File: src/rtl/pps_consts.vh
// Constants for the peripheral pin select block: offsets, fields, resets and pad positions
`ifndef PPS_CONSTS_VH
`define PPS_CONSTS_VH

// Register bus
`define PPS_ADDR_W 8
`define PPS_OFF_PIN_SELECT_0 8'h0c
`define PPS_RESET_PIN_SELECT_0 32'h00000000
`define PPS_WRITE_MASK 32'hff000ff7
`define PPS_RDATA_IDLE 32'h00000000

// Field positions of peripheral_pin_select_0
`define PPS_PULSE_TIMER_CLOCK_SELECT_HI 31
`define PPS_PULSE_TIMER_CLOCK_SELECT_LO 30
`define PPS_TIMER2_CLOCK_SELECT_HI 29
`define PPS_TIMER2_CLOCK_SELECT_LO 28
`define PPS_TIMER1_CLOCK_SELECT_HI 27
`define PPS_TIMER1_CLOCK_SELECT_LO 26
`define PPS_TIMER0_CLOCK_SELECT_HI 25
`define PPS_TIMER0_CLOCK_SELECT_LO 24
`define PPS_TIMER1_CH1_PIN_SELECT 11
`define PPS_TIMER1_CH0_PIN_SELECT 10
`define PPS_TIMER0_CH1_PIN_SELECT 9
`define PPS_TIMER0_CH0_PIN_SELECT 8
`define PPS_SERIAL0_PIN_SELECT 7
`define PPS_SPI_PORT0_PIN_SELECT 6
`define PPS_I2C_PORT0_PIN_SELECT 5
`define PPS_REALTIME_OUT_PIN_SELECT 4
`define PPS_EXT_INTERRUPT_PIN_SELECT_HI 2
`define PPS_EXT_INTERRUPT_PIN_SELECT_LO 0

// Clock select codes
`define PPS_CLK_SEL_PIN_A 2'h0
`define PPS_CLK_SEL_PIN_B 2'h1
`define PPS_CLK_SEL_PIN_C 2'h2

// Interrupt select code that picks the port A pin
`define PPS_IRQ_SEL_PORT_A 3'h0

// Pad positions within each port
`define PPS_PAD_T0C0_A 0
`define PPS_PAD_T0C1_A 1
`define PPS_PAD_SER_RX_B 0
`define PPS_PAD_SER_TX_B 1
`define PPS_PAD_SER_RX_A 2
`define PPS_PAD_SER_TX_A 3
`define PPS_PAD_I2C_SCL_A 3
`define PPS_PAD_I2C_SDA_A 2
`define PPS_PAD_I2C_SCL_B 7
`define PPS_PAD_I2C_SDA_B 6
`define PPS_PAD_IRQ_A 5
`define PPS_PAD_T0C0_B 2
`define PPS_PAD_T0C1_B 3
`define PPS_PAD_SPI_B0 2
`define PPS_PAD_SPI_E0 0
`define PPS_PAD_T1C0_C 4
`define PPS_PAD_T1C1_C 5
`define PPS_PAD_RTC_C0 4
`define PPS_PAD_RTC_C1 5
`define PPS_PAD_T1C1_E 7
`define PPS_PAD_T1C0_H 2

`endif

File: src/rtl/pps_clk_sel.v
// External timer clock pin selector with a registered output
`timescale 1ns/1ps
`include "pps_consts.vh"
module pps_clk_sel (
  // Clock and reset
  input wire i_clk,
  input wire i_rst,
  // Select and candidate pins
  input wire [1:0] i_sel,
  input wire i_pin_a,
  input wire i_pin_b,
  input wire i_pin_c,
  // Selected clock
  output reg o_clk_sel
);

  reg clk_d;

  // Reserved code leaves the timer with no clock rather than a stray pin
  always @* begin
    case (i_sel)
      `PPS_CLK_SEL_PIN_A: clk_d = i_pin_a;
      `PPS_CLK_SEL_PIN_B: clk_d = i_pin_b;
      `PPS_CLK_SEL_PIN_C: clk_d = i_pin_c;
      default: clk_d = 1'b0;
    endcase
  end

  // Output flop
  always @(posedge i_clk or posedge i_rst) begin
    if (i_rst) begin
      o_clk_sel <= 1'b0;
    end else begin
      o_clk_sel <= clk_d;
    end
  end

endmodule

File: src/rtl/pps_pin_pair.v
// Routes one peripheral signal to one of two candidate pads
`timescale 1ns/1ps
module pps_pin_pair (
  // Select
  input wire i_sel,
  // Peripheral side
  input wire i_sig_out,
  input wire i_sig_oe,
  output wire o_sig_in,
  // Pad side
  input wire i_pad0_in,
  input wire i_pad1_in,
  output wire o_pad0_out,
  output wire o_pad0_oe,
  output wire o_pad1_out,
  output wire o_pad1_oe
);

  // Only the chosen pad is driven; the other stays released
  assign o_pad0_out = ~i_sel & i_sig_out;
  assign o_pad0_oe = ~i_sel & i_sig_oe;
  assign o_pad1_out = i_sel & i_sig_out;
  assign o_pad1_oe = i_sel & i_sig_oe;
  assign o_sig_in = i_sel ? i_pad1_in : i_pad0_in;

endmodule

File: src/rtl/pps_top.v
// Peripheral pin select register and pad routing top level
//
// Contract
// - Bits 31:30 pick the pulse width timer clock from pin a, b or c, code 3 reserved.
// - Bits 29:28 pick timer module c's clock with the same code.
// - Bits 27:26 pick timer module b's clock with the same code.
// - Bits 25:24 pick timer module a's clock with the same code.
// - Bits 23:12 and bit 3 always read zero whatever is written.
// - Bit 11 puts timer b channel 1 on port C pin 5 or port E pin 7.
// - Bit 10 puts timer b channel 0 on port C pin 4 or port H pin 2.
// - Bit 9 puts timer a channel 1 on port A pin 1 or port B pin 3.
// - Bit 8 puts timer a channel 0 on port A pin 0 or port B pin 2.
// - Bit 7 puts serial receive and transmit on port B pins 0,1 or port A pins 2,3.
// - Bit 6 puts SPI clock, MOSI, MISO and select on port B pins 2-5 or port E pins 0-3.
// - Bit 5 puts I2C SCL, SDA on port A pins 3,2 or port B pins 7,6.
// - Bit 4 puts the real time counter output on port C pin 4 or pin 5.
// - Bits 2:0 take the interrupt from port A pin 5 for 0, else port I pin code minus one.
// - The I2C four wire option is active only while the I2C pin select bit is 0.
//
// Design decision made here: the strobed register port.
`timescale 1ns/1ps
`include "pps_consts.vh"
module pps_top (
  // Clock and reset
  input wire I_MCLK,
  input wire I_SYS_RST,
  // Register port
  input wire [7:0] I_ADDR,
  input wire [31:0] I_WDATA,
  input wire I_WR,
  input wire I_RD,
  output reg [31:0] O_RDATA,
  // External timer clock pins
  input wire I_EXT_TIMER_CLOCK_PIN_A,
  input wire I_EXT_TIMER_CLOCK_PIN_B,
  input wire I_EXT_TIMER_CLOCK_PIN_C,
  // Selected timer clocks
  output wire O_PULSE_WIDTH_TIMER_CLK,
  output wire O_TIMER_MODULE_A_CLK,
  output wire O_TIMER_MODULE_B_CLK,
  output wire O_TIMER_MODULE_C_CLK,
  // Timer channels
  input wire I_TMRA_CH0_OUT,
  input wire I_TMRA_CH0_OE,
  output reg O_TMRA_CH0_IN,
  input wire I_TMRA_CH1_OUT,
  input wire I_TMRA_CH1_OE,
  output reg O_TMRA_CH1_IN,
  input wire I_TMRB_CH0_OUT,
  input wire I_TMRB_CH0_OE,
  output reg O_TMRB_CH0_IN,
  input wire I_TMRB_CH1_OUT,
  input wire I_TMRB_CH1_OE,
  output reg O_TMRB_CH1_IN,
  // Serial port 0
  input wire I_SER0_TX,
  output reg O_SER0_RX,
  // SPI port 0
  input wire [3:0] I_SPI0_OUT,
  input wire [3:0] I_SPI0_OE,
  output reg [3:0] O_SPI0_IN,
  // I2C port 0, index 0 SCL, index 1 SDA
  input wire [1:0] I_I2C0_OUT,
  input wire [1:0] I_I2C0_OE,
  output reg [1:0] O_I2C0_IN,
  input wire I_I2C_FOUR_WIRE_ENABLE,
  output reg O_I2C_FOUR_WIRE_ACTIVE,
  // Real time counter and external interrupt
  input wire I_REALTIME_COUNTER_OUTPUT,
  output reg O_EXT_IRQ,
  // Port pads
  input wire [7:0] I_PTA_IN,
  input wire [7:0] I_PTB_IN,
  input wire [7:0] I_PTC_IN,
  input wire [7:0] I_PTE_IN,
  input wire [7:0] I_PTH_IN,
  input wire [7:0] I_PTI_IN,
  output reg [7:0] O_PTA_OUT,
  output reg [7:0] O_PTA_OE,
  output reg [7:0] O_PTB_OUT,
  output reg [7:0] O_PTB_OE,
  output reg [7:0] O_PTC_OUT,
  output reg [7:0] O_PTC_OE,
  output reg [7:0] O_PTE_OUT,
  output reg [7:0] O_PTE_OE,
  output reg [7:0] O_PTH_OUT,
  output reg [7:0] O_PTH_OE,
  output reg [7:0] O_PTI_OUT,
  output reg [7:0] O_PTI_OE
);

  ////////////////////////////////////////////////////////////////////////////////
  // Register port

  reg [31:0] sel_q;
  reg [31:0] sel_d;
  reg [31:0] rdata_d;
  wire hit;

  assign hit = (I_ADDR == `PPS_OFF_PIN_SELECT_0);

  // Write path; masking keeps reserved bits at zero in storage
  always @* begin
    sel_d = sel_q;
    if (I_WR && hit) begin
      sel_d = I_WDATA & `PPS_WRITE_MASK;
    end
  end

  // Read data stands only in the cycle after the strobe; unmapped reads give zero
  always @* begin
    rdata_d = `PPS_RDATA_IDLE;
    if (I_RD && hit) begin
      rdata_d = sel_q & `PPS_WRITE_MASK;
    end
  end

  // Register flops
  always @(posedge I_MCLK or posedge I_SYS_RST) begin
    if (I_SYS_RST) begin
      sel_q <= `PPS_RESET_PIN_SELECT_0;
      O_RDATA <= `PPS_RDATA_IDLE;
    end else begin
      sel_q <= sel_d;
      O_RDATA <= rdata_d;
    end
  end

  ////////////////////////////////////////////////////////////////////////////////
  // Timer clock selection

  // Pulse width timer clock
  pps_clk_sel u_clk_pwt (
    .i_clk(I_MCLK),
    .i_rst(I_SYS_RST),
    .i_sel(sel_q[`PPS_PULSE_TIMER_CLOCK_SELECT_HI:`PPS_PULSE_TIMER_CLOCK_SELECT_LO]),
    .i_pin_a(I_EXT_TIMER_CLOCK_PIN_A),
    .i_pin_b(I_EXT_TIMER_CLOCK_PIN_B),
    .i_pin_c(I_EXT_TIMER_CLOCK_PIN_C),
    .o_clk_sel(O_PULSE_WIDTH_TIMER_CLK)
  );

  // Timer module c clock
  pps_clk_sel u_clk_tc (
    .i_clk(I_MCLK),
    .i_rst(I_SYS_RST),
    .i_sel(sel_q[`PPS_TIMER2_CLOCK_SELECT_HI:`PPS_TIMER2_CLOCK_SELECT_LO]),
    .i_pin_a(I_EXT_TIMER_CLOCK_PIN_A),
    .i_pin_b(I_EXT_TIMER_CLOCK_PIN_B),
    .i_pin_c(I_EXT_TIMER_CLOCK_PIN_C),
    .o_clk_sel(O_TIMER_MODULE_C_CLK)
  );

  // Timer module b clock
  pps_clk_sel u_clk_tb (
    .i_clk(I_MCLK),
    .i_rst(I_SYS_RST),
    .i_sel(sel_q[`PPS_TIMER1_CLOCK_SELECT_HI:`PPS_TIMER1_CLOCK_SELECT_LO]),
    .i_pin_a(I_EXT_TIMER_CLOCK_PIN_A),
    .i_pin_b(I_EXT_TIMER_CLOCK_PIN_B),
    .i_pin_c(I_EXT_TIMER_CLOCK_PIN_C),
    .o_clk_sel(O_TIMER_MODULE_B_CLK)
  );

  // Timer module a clock
  pps_clk_sel u_clk_ta (
    .i_clk(I_MCLK),
    .i_rst(I_SYS_RST),
    .i_sel(sel_q[`PPS_TIMER0_CLOCK_SELECT_HI:`PPS_TIMER0_CLOCK_SELECT_LO]),
    .i_pin_a(I_EXT_TIMER_CLOCK_PIN_A),
    .i_pin_b(I_EXT_TIMER_CLOCK_PIN_B),
    .i_pin_c(I_EXT_TIMER_CLOCK_PIN_C),
    .o_clk_sel(O_TIMER_MODULE_A_CLK)
  );

  ////////////////////////////////////////////////////////////////////////////////
  // Signal routing; index 0..3 timer channels, 4 serial rx, 5 serial tx,
  // 6..9 SPI, 10 SCL, 11 SDA, 12 real time output

  localparam NPAIR = 13;

  wire [NPAIR-1:0] p_sel;
  wire [NPAIR-1:0] p_out;
  wire [NPAIR-1:0] p_oe;
  wire [NPAIR-1:0] p_in0;
  wire [NPAIR-1:0] p_in1;
  wire [NPAIR-1:0] p_sig_in;
  wire [NPAIR-1:0] p_o0;
  wire [NPAIR-1:0] p_e0;
  wire [NPAIR-1:0] p_o1;
  wire [NPAIR-1:0] p_e1;

  // Select bit of each routed signal
  assign p_sel[0] = sel_q[`PPS_TIMER0_CH0_PIN_SELECT];
  assign p_sel[1] = sel_q[`PPS_TIMER0_CH1_PIN_SELECT];
  assign p_sel[2] = sel_q[`PPS_TIMER1_CH0_PIN_SELECT];
  assign p_sel[3] = sel_q[`PPS_TIMER1_CH1_PIN_SELECT];
  assign p_sel[5:4] = {2{sel_q[`PPS_SERIAL0_PIN_SELECT]}};
  assign p_sel[9:6] = {4{sel_q[`PPS_SPI_PORT0_PIN_SELECT]}};
  assign p_sel[11:10] = {2{sel_q[`PPS_I2C_PORT0_PIN_SELECT]}};
  assign p_sel[12] = sel_q[`PPS_REALTIME_OUT_PIN_SELECT];

  // Peripheral drive; receive is input only, transmit and counter output always drive
  assign p_out = {I_REALTIME_COUNTER_OUTPUT, I_I2C0_OUT, I_SPI0_OUT, I_SER0_TX, 1'b0,
                  I_TMRB_CH1_OUT, I_TMRB_CH0_OUT, I_TMRA_CH1_OUT, I_TMRA_CH0_OUT};
  assign p_oe = {1'b1, I_I2C0_OE, I_SPI0_OE, 1'b1, 1'b0,
                 I_TMRB_CH1_OE, I_TMRB_CH0_OE, I_TMRA_CH1_OE, I_TMRA_CH0_OE};

  // Pad inputs seen by each pair, first and second choice
  assign p_in0 = {I_PTC_IN[`PPS_PAD_RTC_C0],
                  I_PTA_IN[`PPS_PAD_I2C_SDA_A], I_PTA_IN[`PPS_PAD_I2C_SCL_A],
                  I_PTB_IN[`PPS_PAD_SPI_B0+3:`PPS_PAD_SPI_B0],
                  I_PTB_IN[`PPS_PAD_SER_TX_B], I_PTB_IN[`PPS_PAD_SER_RX_B],
                  I_PTC_IN[`PPS_PAD_T1C1_C], I_PTC_IN[`PPS_PAD_T1C0_C],
                  I_PTA_IN[`PPS_PAD_T0C1_A], I_PTA_IN[`PPS_PAD_T0C0_A]};
  assign p_in1 = {I_PTC_IN[`PPS_PAD_RTC_C1],
                  I_PTB_IN[`PPS_PAD_I2C_SDA_B], I_PTB_IN[`PPS_PAD_I2C_SCL_B],
                  I_PTE_IN[`PPS_PAD_SPI_E0+3:`PPS_PAD_SPI_E0],
                  I_PTA_IN[`PPS_PAD_SER_TX_A], I_PTA_IN[`PPS_PAD_SER_RX_A],
                  I_PTE_IN[`PPS_PAD_T1C1_E], I_PTH_IN[`PPS_PAD_T1C0_H],
                  I_PTB_IN[`PPS_PAD_T0C1_B], I_PTB_IN[`PPS_PAD_T0C0_B]};

  // One two-way router per signal
  genvar gi;
  generate
    for (gi = 0; gi < NPAIR; gi = gi + 1) begin : g_pair
      pps_pin_pair u_pair (
        .i_sel(p_sel[gi]),
        .i_sig_out(p_out[gi]),
        .i_sig_oe(p_oe[gi]),
        .o_sig_in(p_sig_in[gi]),
        .i_pad0_in(p_in0[gi]),
        .i_pad1_in(p_in1[gi]),
        .o_pad0_out(p_o0[gi]),
        .o_pad0_oe(p_e0[gi]),
        .o_pad1_out(p_o1[gi]),
        .o_pad1_oe(p_e1[gi])
      );
    end
  endgenerate

  ////////////////////////////////////////////////////////////////////////////////
  // Pad merge

  // Lays one driver over a pad's {oe,out}; a driving source replaces what was there
  function [1:0] mrg;
    input [1:0] cur;
    input o;
    input e;
    begin
      mrg = e ? {1'b1, o} : cur;
    end
  endfunction

  reg [7:0] pa_o, pa_e, pb_o, pb_e, pc_o, pc_e, pe_o, pe_e, ph_o, ph_e;

  // Shared pads: later lines win, so timer channels override SPI and the counter output,
  // and I2C overrides serial transmit, when software selects both onto one pin
  always @* begin
    pa_o = 8'h00;
    pa_e = 8'h00;
    pb_o = 8'h00;
    pb_e = 8'h00;
    pc_o = 8'h00;
    pc_e = 8'h00;
    pe_o = 8'h00;
    pe_e = 8'h00;
    ph_o = 8'h00;
    ph_e = 8'h00;
    // Serial port
    {pb_e[`PPS_PAD_SER_TX_B], pb_o[`PPS_PAD_SER_TX_B]} =
      mrg({pb_e[`PPS_PAD_SER_TX_B], pb_o[`PPS_PAD_SER_TX_B]}, p_o0[5], p_e0[5]);
    {pa_e[`PPS_PAD_SER_TX_A], pa_o[`PPS_PAD_SER_TX_A]} =
      mrg({pa_e[`PPS_PAD_SER_TX_A], pa_o[`PPS_PAD_SER_TX_A]}, p_o1[5], p_e1[5]);
    // SPI port
    {pb_e[`PPS_PAD_SPI_B0+0], pb_o[`PPS_PAD_SPI_B0+0]} = {p_e0[6], p_o0[6]};
    {pb_e[`PPS_PAD_SPI_B0+1], pb_o[`PPS_PAD_SPI_B0+1]} = {p_e0[7], p_o0[7]};
    {pb_e[`PPS_PAD_SPI_B0+2], pb_o[`PPS_PAD_SPI_B0+2]} = {p_e0[8], p_o0[8]};
    {pb_e[`PPS_PAD_SPI_B0+3], pb_o[`PPS_PAD_SPI_B0+3]} = {p_e0[9], p_o0[9]};
    {pe_e[`PPS_PAD_SPI_E0+3:`PPS_PAD_SPI_E0]} = p_e1[9:6];
    {pe_o[`PPS_PAD_SPI_E0+3:`PPS_PAD_SPI_E0]} = p_o1[9:6];
    // I2C port
    {pa_e[`PPS_PAD_I2C_SCL_A], pa_o[`PPS_PAD_I2C_SCL_A]} =
      mrg({pa_e[`PPS_PAD_I2C_SCL_A], pa_o[`PPS_PAD_I2C_SCL_A]}, p_o0[10], p_e0[10]);
    {pa_e[`PPS_PAD_I2C_SDA_A], pa_o[`PPS_PAD_I2C_SDA_A]} =
      mrg({pa_e[`PPS_PAD_I2C_SDA_A], pa_o[`PPS_PAD_I2C_SDA_A]}, p_o0[11], p_e0[11]);
    {pb_e[`PPS_PAD_I2C_SCL_B], pb_o[`PPS_PAD_I2C_SCL_B]} = {p_e1[10], p_o1[10]};
    {pb_e[`PPS_PAD_I2C_SDA_B], pb_o[`PPS_PAD_I2C_SDA_B]} = {p_e1[11], p_o1[11]};
    // Real time counter output
    {pc_e[`PPS_PAD_RTC_C0], pc_o[`PPS_PAD_RTC_C0]} = {p_e0[12], p_o0[12]};
    {pc_e[`PPS_PAD_RTC_C1], pc_o[`PPS_PAD_RTC_C1]} = {p_e1[12], p_o1[12]};
    // Timer channels
    {pa_e[`PPS_PAD_T0C0_A], pa_o[`PPS_PAD_T0C0_A]} = {p_e0[0], p_o0[0]};
    {pb_e[`PPS_PAD_T0C0_B], pb_o[`PPS_PAD_T0C0_B]} =
      mrg({pb_e[`PPS_PAD_T0C0_B], pb_o[`PPS_PAD_T0C0_B]}, p_o1[0], p_e1[0]);
    {pa_e[`PPS_PAD_T0C1_A], pa_o[`PPS_PAD_T0C1_A]} = {p_e0[1], p_o0[1]};
    {pb_e[`PPS_PAD_T0C1_B], pb_o[`PPS_PAD_T0C1_B]} =
      mrg({pb_e[`PPS_PAD_T0C1_B], pb_o[`PPS_PAD_T0C1_B]}, p_o1[1], p_e1[1]);
    {pc_e[`PPS_PAD_T1C0_C], pc_o[`PPS_PAD_T1C0_C]} =
      mrg({pc_e[`PPS_PAD_T1C0_C], pc_o[`PPS_PAD_T1C0_C]}, p_o0[2], p_e0[2]);
    {ph_e[`PPS_PAD_T1C0_H], ph_o[`PPS_PAD_T1C0_H]} = {p_e1[2], p_o1[2]};
    {pc_e[`PPS_PAD_T1C1_C], pc_o[`PPS_PAD_T1C1_C]} =
      mrg({pc_e[`PPS_PAD_T1C1_C], pc_o[`PPS_PAD_T1C1_C]}, p_o0[3], p_e0[3]);
    {pe_e[`PPS_PAD_T1C1_E], pe_o[`PPS_PAD_T1C1_E]} = {p_e1[3], p_o1[3]};
  end

  ////////////////////////////////////////////////////////////////////////////////
  // External interrupt and four wire option

  reg irq_d;
  wire [2:0] irq_sel;

  assign irq_sel = sel_q[`PPS_EXT_INTERRUPT_PIN_SELECT_HI:`PPS_EXT_INTERRUPT_PIN_SELECT_LO];

  // Code 0 takes port A; codes 1 to 7 take port I pins 0 to 6
  always @* begin
    if (irq_sel == `PPS_IRQ_SEL_PORT_A) begin
      irq_d = I_PTA_IN[`PPS_PAD_IRQ_A];
    end else begin
      irq_d = I_PTI_IN[irq_sel - 3'h1];
    end
  end

  ////////////////////////////////////////////////////////////////////////////////
  // Output flops; every routed value costs one cycle of latency so that all
  // outputs come from flops, which limits pass-through of fast pad toggles

  always @(posedge I_MCLK or posedge I_SYS_RST) begin
    if (I_SYS_RST) begin
      O_TMRA_CH0_IN <= 1'b0;
      O_TMRA_CH1_IN <= 1'b0;
      O_TMRB_CH0_IN <= 1'b0;
      O_TMRB_CH1_IN <= 1'b0;
      O_SER0_RX <= 1'b0;
      O_SPI0_IN <= 4'h0;
      O_I2C0_IN <= 2'h0;
      O_I2C_FOUR_WIRE_ACTIVE <= 1'b0;
      O_EXT_IRQ <= 1'b0;
      O_PTA_OUT <= 8'h00;
      O_PTA_OE <= 8'h00;
      O_PTB_OUT <= 8'h00;
      O_PTB_OE <= 8'h00;
      O_PTC_OUT <= 8'h00;
      O_PTC_OE <= 8'h00;
      O_PTE_OUT <= 8'h00;
      O_PTE_OE <= 8'h00;
      O_PTH_OUT <= 8'h00;
      O_PTH_OE <= 8'h00;
      O_PTI_OUT <= 8'h00;
      O_PTI_OE <= 8'h00;
    end else begin
      O_TMRA_CH0_IN <= p_sig_in[0];
      O_TMRA_CH1_IN <= p_sig_in[1];
      O_TMRB_CH0_IN <= p_sig_in[2];
      O_TMRB_CH1_IN <= p_sig_in[3];
      O_SER0_RX <= p_sig_in[4];
      O_SPI0_IN <= p_sig_in[9:6];
      O_I2C0_IN <= p_sig_in[11:10];
      O_I2C_FOUR_WIRE_ACTIVE <= I_I2C_FOUR_WIRE_ENABLE &
                                ~sel_q[`PPS_I2C_PORT0_PIN_SELECT];
      O_EXT_IRQ <= irq_d;
      O_PTA_OUT <= pa_o;
      O_PTA_OE <= pa_e;
      O_PTB_OUT <= pb_o;
      O_PTB_OE <= pb_e;
      O_PTC_OUT <= pc_o;
      O_PTC_OE <= pc_e;
      O_PTE_OUT <= pe_o;
      O_PTE_OE <= pe_e;
      O_PTH_OUT <= ph_o;
      O_PTH_OE <= ph_e;
      O_PTI_OUT <= 8'h00; // Port I pins are inputs only here
      O_PTI_OE <= 8'h00;
    end
  end

endmodule
File: config.mk
export PLATFORM = sky130hd
export DESIGN_NAME = pps_top
export DESIGN_NICKNAME = d
export VERILOG_FILES = /design/src/rtl/pps_clk_sel.v /design/src/rtl/pps_pin_pair.v /design/src/rtl/pps_top.v
export VERILOG_INCLUDE_DIRS = /design/src /design/src/rtl
export SDC_FILE = /design/constraint.sdc
export NUM_CORES = 1
export LEC_CHECK = 0
export BUFFER_PORTS_ARGS = -buffer_cell sky130_fd_sc_hd__buf_2
export CAP_MARGIN = 20
export CORE_ASPECT_RATIO = 0.7
export CORE_MARGIN = 5
export CORE_UTILIZATION = 40
export CTS_BUF_LIST = sky130_fd_sc_hd__clkbuf_4 sky130_fd_sc_hd__clkbuf_8 sky130_fd_sc_hd__clkbuf_16
export DETAILED_ROUTE_END_ITERATION = 6
export GPL_ROUTABILITY_DRIVEN = 0
export PLACE_DENSITY = 0.84
export SETUP_SLACK_MARGIN = 0.2
export SYNTH_ARGS = -nofsm -noshare
export SYNTH_HDL_FRONTEND = slang
export SYNTH_SLANG_ARGS = --single-unit
File: constraint.sdc
create_clock -name I_MCLK -period 3.53 [get_ports I_MCLK]
set_input_delay 0.353 -clock I_MCLK [delete_from_list [all_inputs] [get_ports I_MCLK]]
set_output_delay 0.353 -clock I_MCLK [all_outputs]
set_load 0.03 [all_outputs]
==> reports/metrics.yaml <==
status:
  status: "complete, no violations"
die:
  core_um2: 9680
  io_pins: 263
  die_area_um2: 12100
  rows: 30
  start_util: 0.410
  fp.dieH_um: 93.4
  chipWidth_um: 129
cts:
  cts_tree: "built"
  cts.sinks: 93
  clk_path_buf_depth: 2
  clockRootBuffer: "clkbuf_16"
  path_clk_slew_ns: 0.07
  htree_num_levels: 3
  postCtsSetupRepairBufs: 0
  clock_latency_ns: 0.33
  numCtsBuffers: 9
  cts_resized: 0
critical_path:
  cp_top_family: "flip-flops"
  cp.arrival_ns: 1.69
  rr_worst_depth: 5
  crit_cells: 5
  crit_required_ns: 3.74
  timing.rr.start: "sel_q[0]"
  criticalPathCategory: "flop to flop"
  endpoint_kind: "flop"
  cp-start-kind: "flop"
  crit_path_max_fanout: 5
  ff2ff_setup_slack_ns: 2.05
  cpMaxStageDelayCell: "dfrtp_1"
  path_cells: "inv_1, ha_1, mux4_2, nand3_1, nand4_1"
  rr_endpoint: "O_EXT_IRQ"
  max_stage_delay_ns: 0.46
  crit_buf_inv: 1
placed_design:
  place_hpwl_um: 6740
  port_buffers: 158
detailed_routing:
  drc: 0
  wl_per_cell_um: 14.9
  viasPerCell: 4.20
  wl_um: 8970
  drtAntennaViolNets: 0
  drt-initial-drc-count: 88
  via_count: 2537
  firstDrtPassIters: 4
logic_synthesis:
  synth_area_um2: 3970
  yosysWarnings: 0
  netlist_instances: 307
  syn_avg_cell_area_um2: 12.9
  ys_ff_latch: 93
  ys_seq_area_frac: 0.586
  synthDistinctLibCells: 29
job:
  cap_violations: 0
sta:
  final.period_utilization: 0.418
  min_period_ns: 1.48
  whs_ns: 0.242
  maxSlewHeadroom: 0.509
  max_freq_mhz: 677
  maxSlewViolCount: 0
  setup_violations: 0
  rsz0062_at_grt: "false"
  worst_slew_pin_slew_ns: 0.737
  fin_tns_setup_ns: 0
  clock_skew_ns: 0.00572
  finalHoldViolations: 0
global_route:
  grt_overflow: 0
  antenna_found_initial: 0
  grt_max_degree: 85
  grt_pass1_vias: 2668
  grt_usage: 0.144
  grt_pass1_wl_um: 13600
cells_and_area:
  antennaDiodeCount: 0
  fillers: 859
  fin_nets: 592
  layout-drive-gt1-share: 0.447
  area_delta_synth_final_pct: 25.0
worst_hold_path:
  hp-start: "I_TMRB_CH1_OE"
  hold_end: "O_PTE_OE[7]"
  worst_hold_path_type: "input port to flop"
  hold_path_depth: 2
power:
  power_density_nw_per_um2: 489
  peakVddDrop_uv: 268
  power_leakage_nw: 2.73
## sequential cells by signal, indices dropped and copies added (netlist names), 2 cells and up
signal and flops:
O_I2C0_IN 2, O_PTA_OE 4, O_PTA_OUT 4, O_PTB_OE 7, O_PTB_OUT 7, O_PTC_OE 2
O_PTC_OUT 2, O_PTE_OE 5, O_PTE_OUT 5, O_RDATA 19, O_SPI0_IN 4, sel_q 19
## synth_stat cells
library cell	number	area, um^2
dfrtp_1	93	2330
buf_4	71	533
and2_1	36	225
mux2_2	20	225
nor2b_1	14	87.6
nand2_1	12	45.0
mux2_4	10	150
o21ai_0	8	40.0
inv_1	7	26.3
nand3b_1	6	45.0
mux2i_1	4	40.0
clkbuf_1	3	11.3
nand3_1	3	15.0
ha_1	2	25.0
mux4_2	2	45.0
o22ai_1	2	12.5
or2_2	2	12.5
and3_1	1	6.26
and4bb_2	1	12.5
buf_2	1	5.00
buf_6	1	11.3
clkbuf_2	1	5.00
conb_1	1	3.75
nand2b_1	1	6.26
nand3_4	1	17.5
nand4_1	1	6.26
nor3_1	1	5.00
nor3b_1	1	7.51
nor4_4	1	21.3
## placed cells by master (no fill, tap or decap), types with 3 or more instances in the layout
cell	netlist	final
nand3b_1	6	6
conb_1	1	71
dfrtp_1	93	93
nor2b_1	14	14
clkbuf_16	0	9
buf_2	1	158
nand2_1	12	12
mux2i_1	4	4
o21ai_0	8	8
mux2_4	10	10
mux2_2	20	20
and2_1	36	36
inv_1	7	6
nand3_1	3	3
## through the flow
step,cell area (um^2),instances,setup WS (ns),utilization,power [W]
after floorplan,4240,377,0.757,-,0.00144
after global placement,4630,587,1.77,0.478,0.00148
after detailed placement,4630,587,1.73,0.478,0.00149
after CTS,4930,602,2.04,0.509,0.00247
after global routing,4970,604,1.94,0.513,0.00255
final,4970,604,2.05,0.513,0.00243
## cell type report
| cell class | count | area, um^2 | area share |
|---|---|---|---|
| clock buffers | 9 | 225 | 0.0453 |
| flip-flops and latches | 93 | 2330 | 0.469 |
| well taps | 128 | 160 | 0.0322 |
| repair buffers | 161 | 836 | 0.168 |
| inverters | 7 | 28.8 | 0.00579 |
| multi-input cells | 200 | 1320 | 0.265 |
| clock inverters | 6 | 72.6 | 0.0146 |
## worst max path at each step
stage                          from     endpoint  slack, ns
after CTS                  sel_q[0]    O_EXT_IRQ       2.04
final                      sel_q[0]    O_EXT_IRQ       2.05
after global placement    I_ADDR[5]  O_RDATA[27]       1.77
after floorplan           I_SYS_RST    O_EXT_IRQ       0.76
after detailed placement  I_ADDR[5]   O_RDATA[0]       1.73
after global routing       sel_q[0]    O_EXT_IRQ       1.94
## what timing repair did
action                                  CTS  global route
hold endpoints to repair                  0            13
hold buffers                              0             1
endpoints found under the setup margin    0             0
## power breakdown
part | switching (W) | internal, W
clock | 0.000404 | 0.000552
sequential | 0.0000254 | 0.00111
combinational | 0.000241 | 0.000102
total | 0.000671 | 0.00176
## cell families after synthesis
| kind of cell | count (synthesis) | synth area share |
|---|---|---|
| adders and majority gates | 2 | 0.00630 |
| AOI/OAI and AO/OA | 10 | 0.0132 |
| muxes | 36 | 0.116 |
| DFF | 93 | 0.586 |
| and+or+nand+nor | 81 | 0.129 |
| buffers and inverters | 84 | 0.149 |
| other | 1 | 0.000944 |
## metal layers
| layer | track usage | vias to the layer above | share of wire |
|---|---|---|---|
| met5 | 0 | - | 0 |
| met4 | 0.0323 | 0 | 0.0081 |
| met3 | 0.0605 | 9 | 0.12 |
| met1 | 0.178 | 1210 | 0.40 |
| met2 | 0.236 | 137 | 0.48 |
| li1 | - | 1181 | - |
Note: power is estimated with default switching activity, not from simulation.
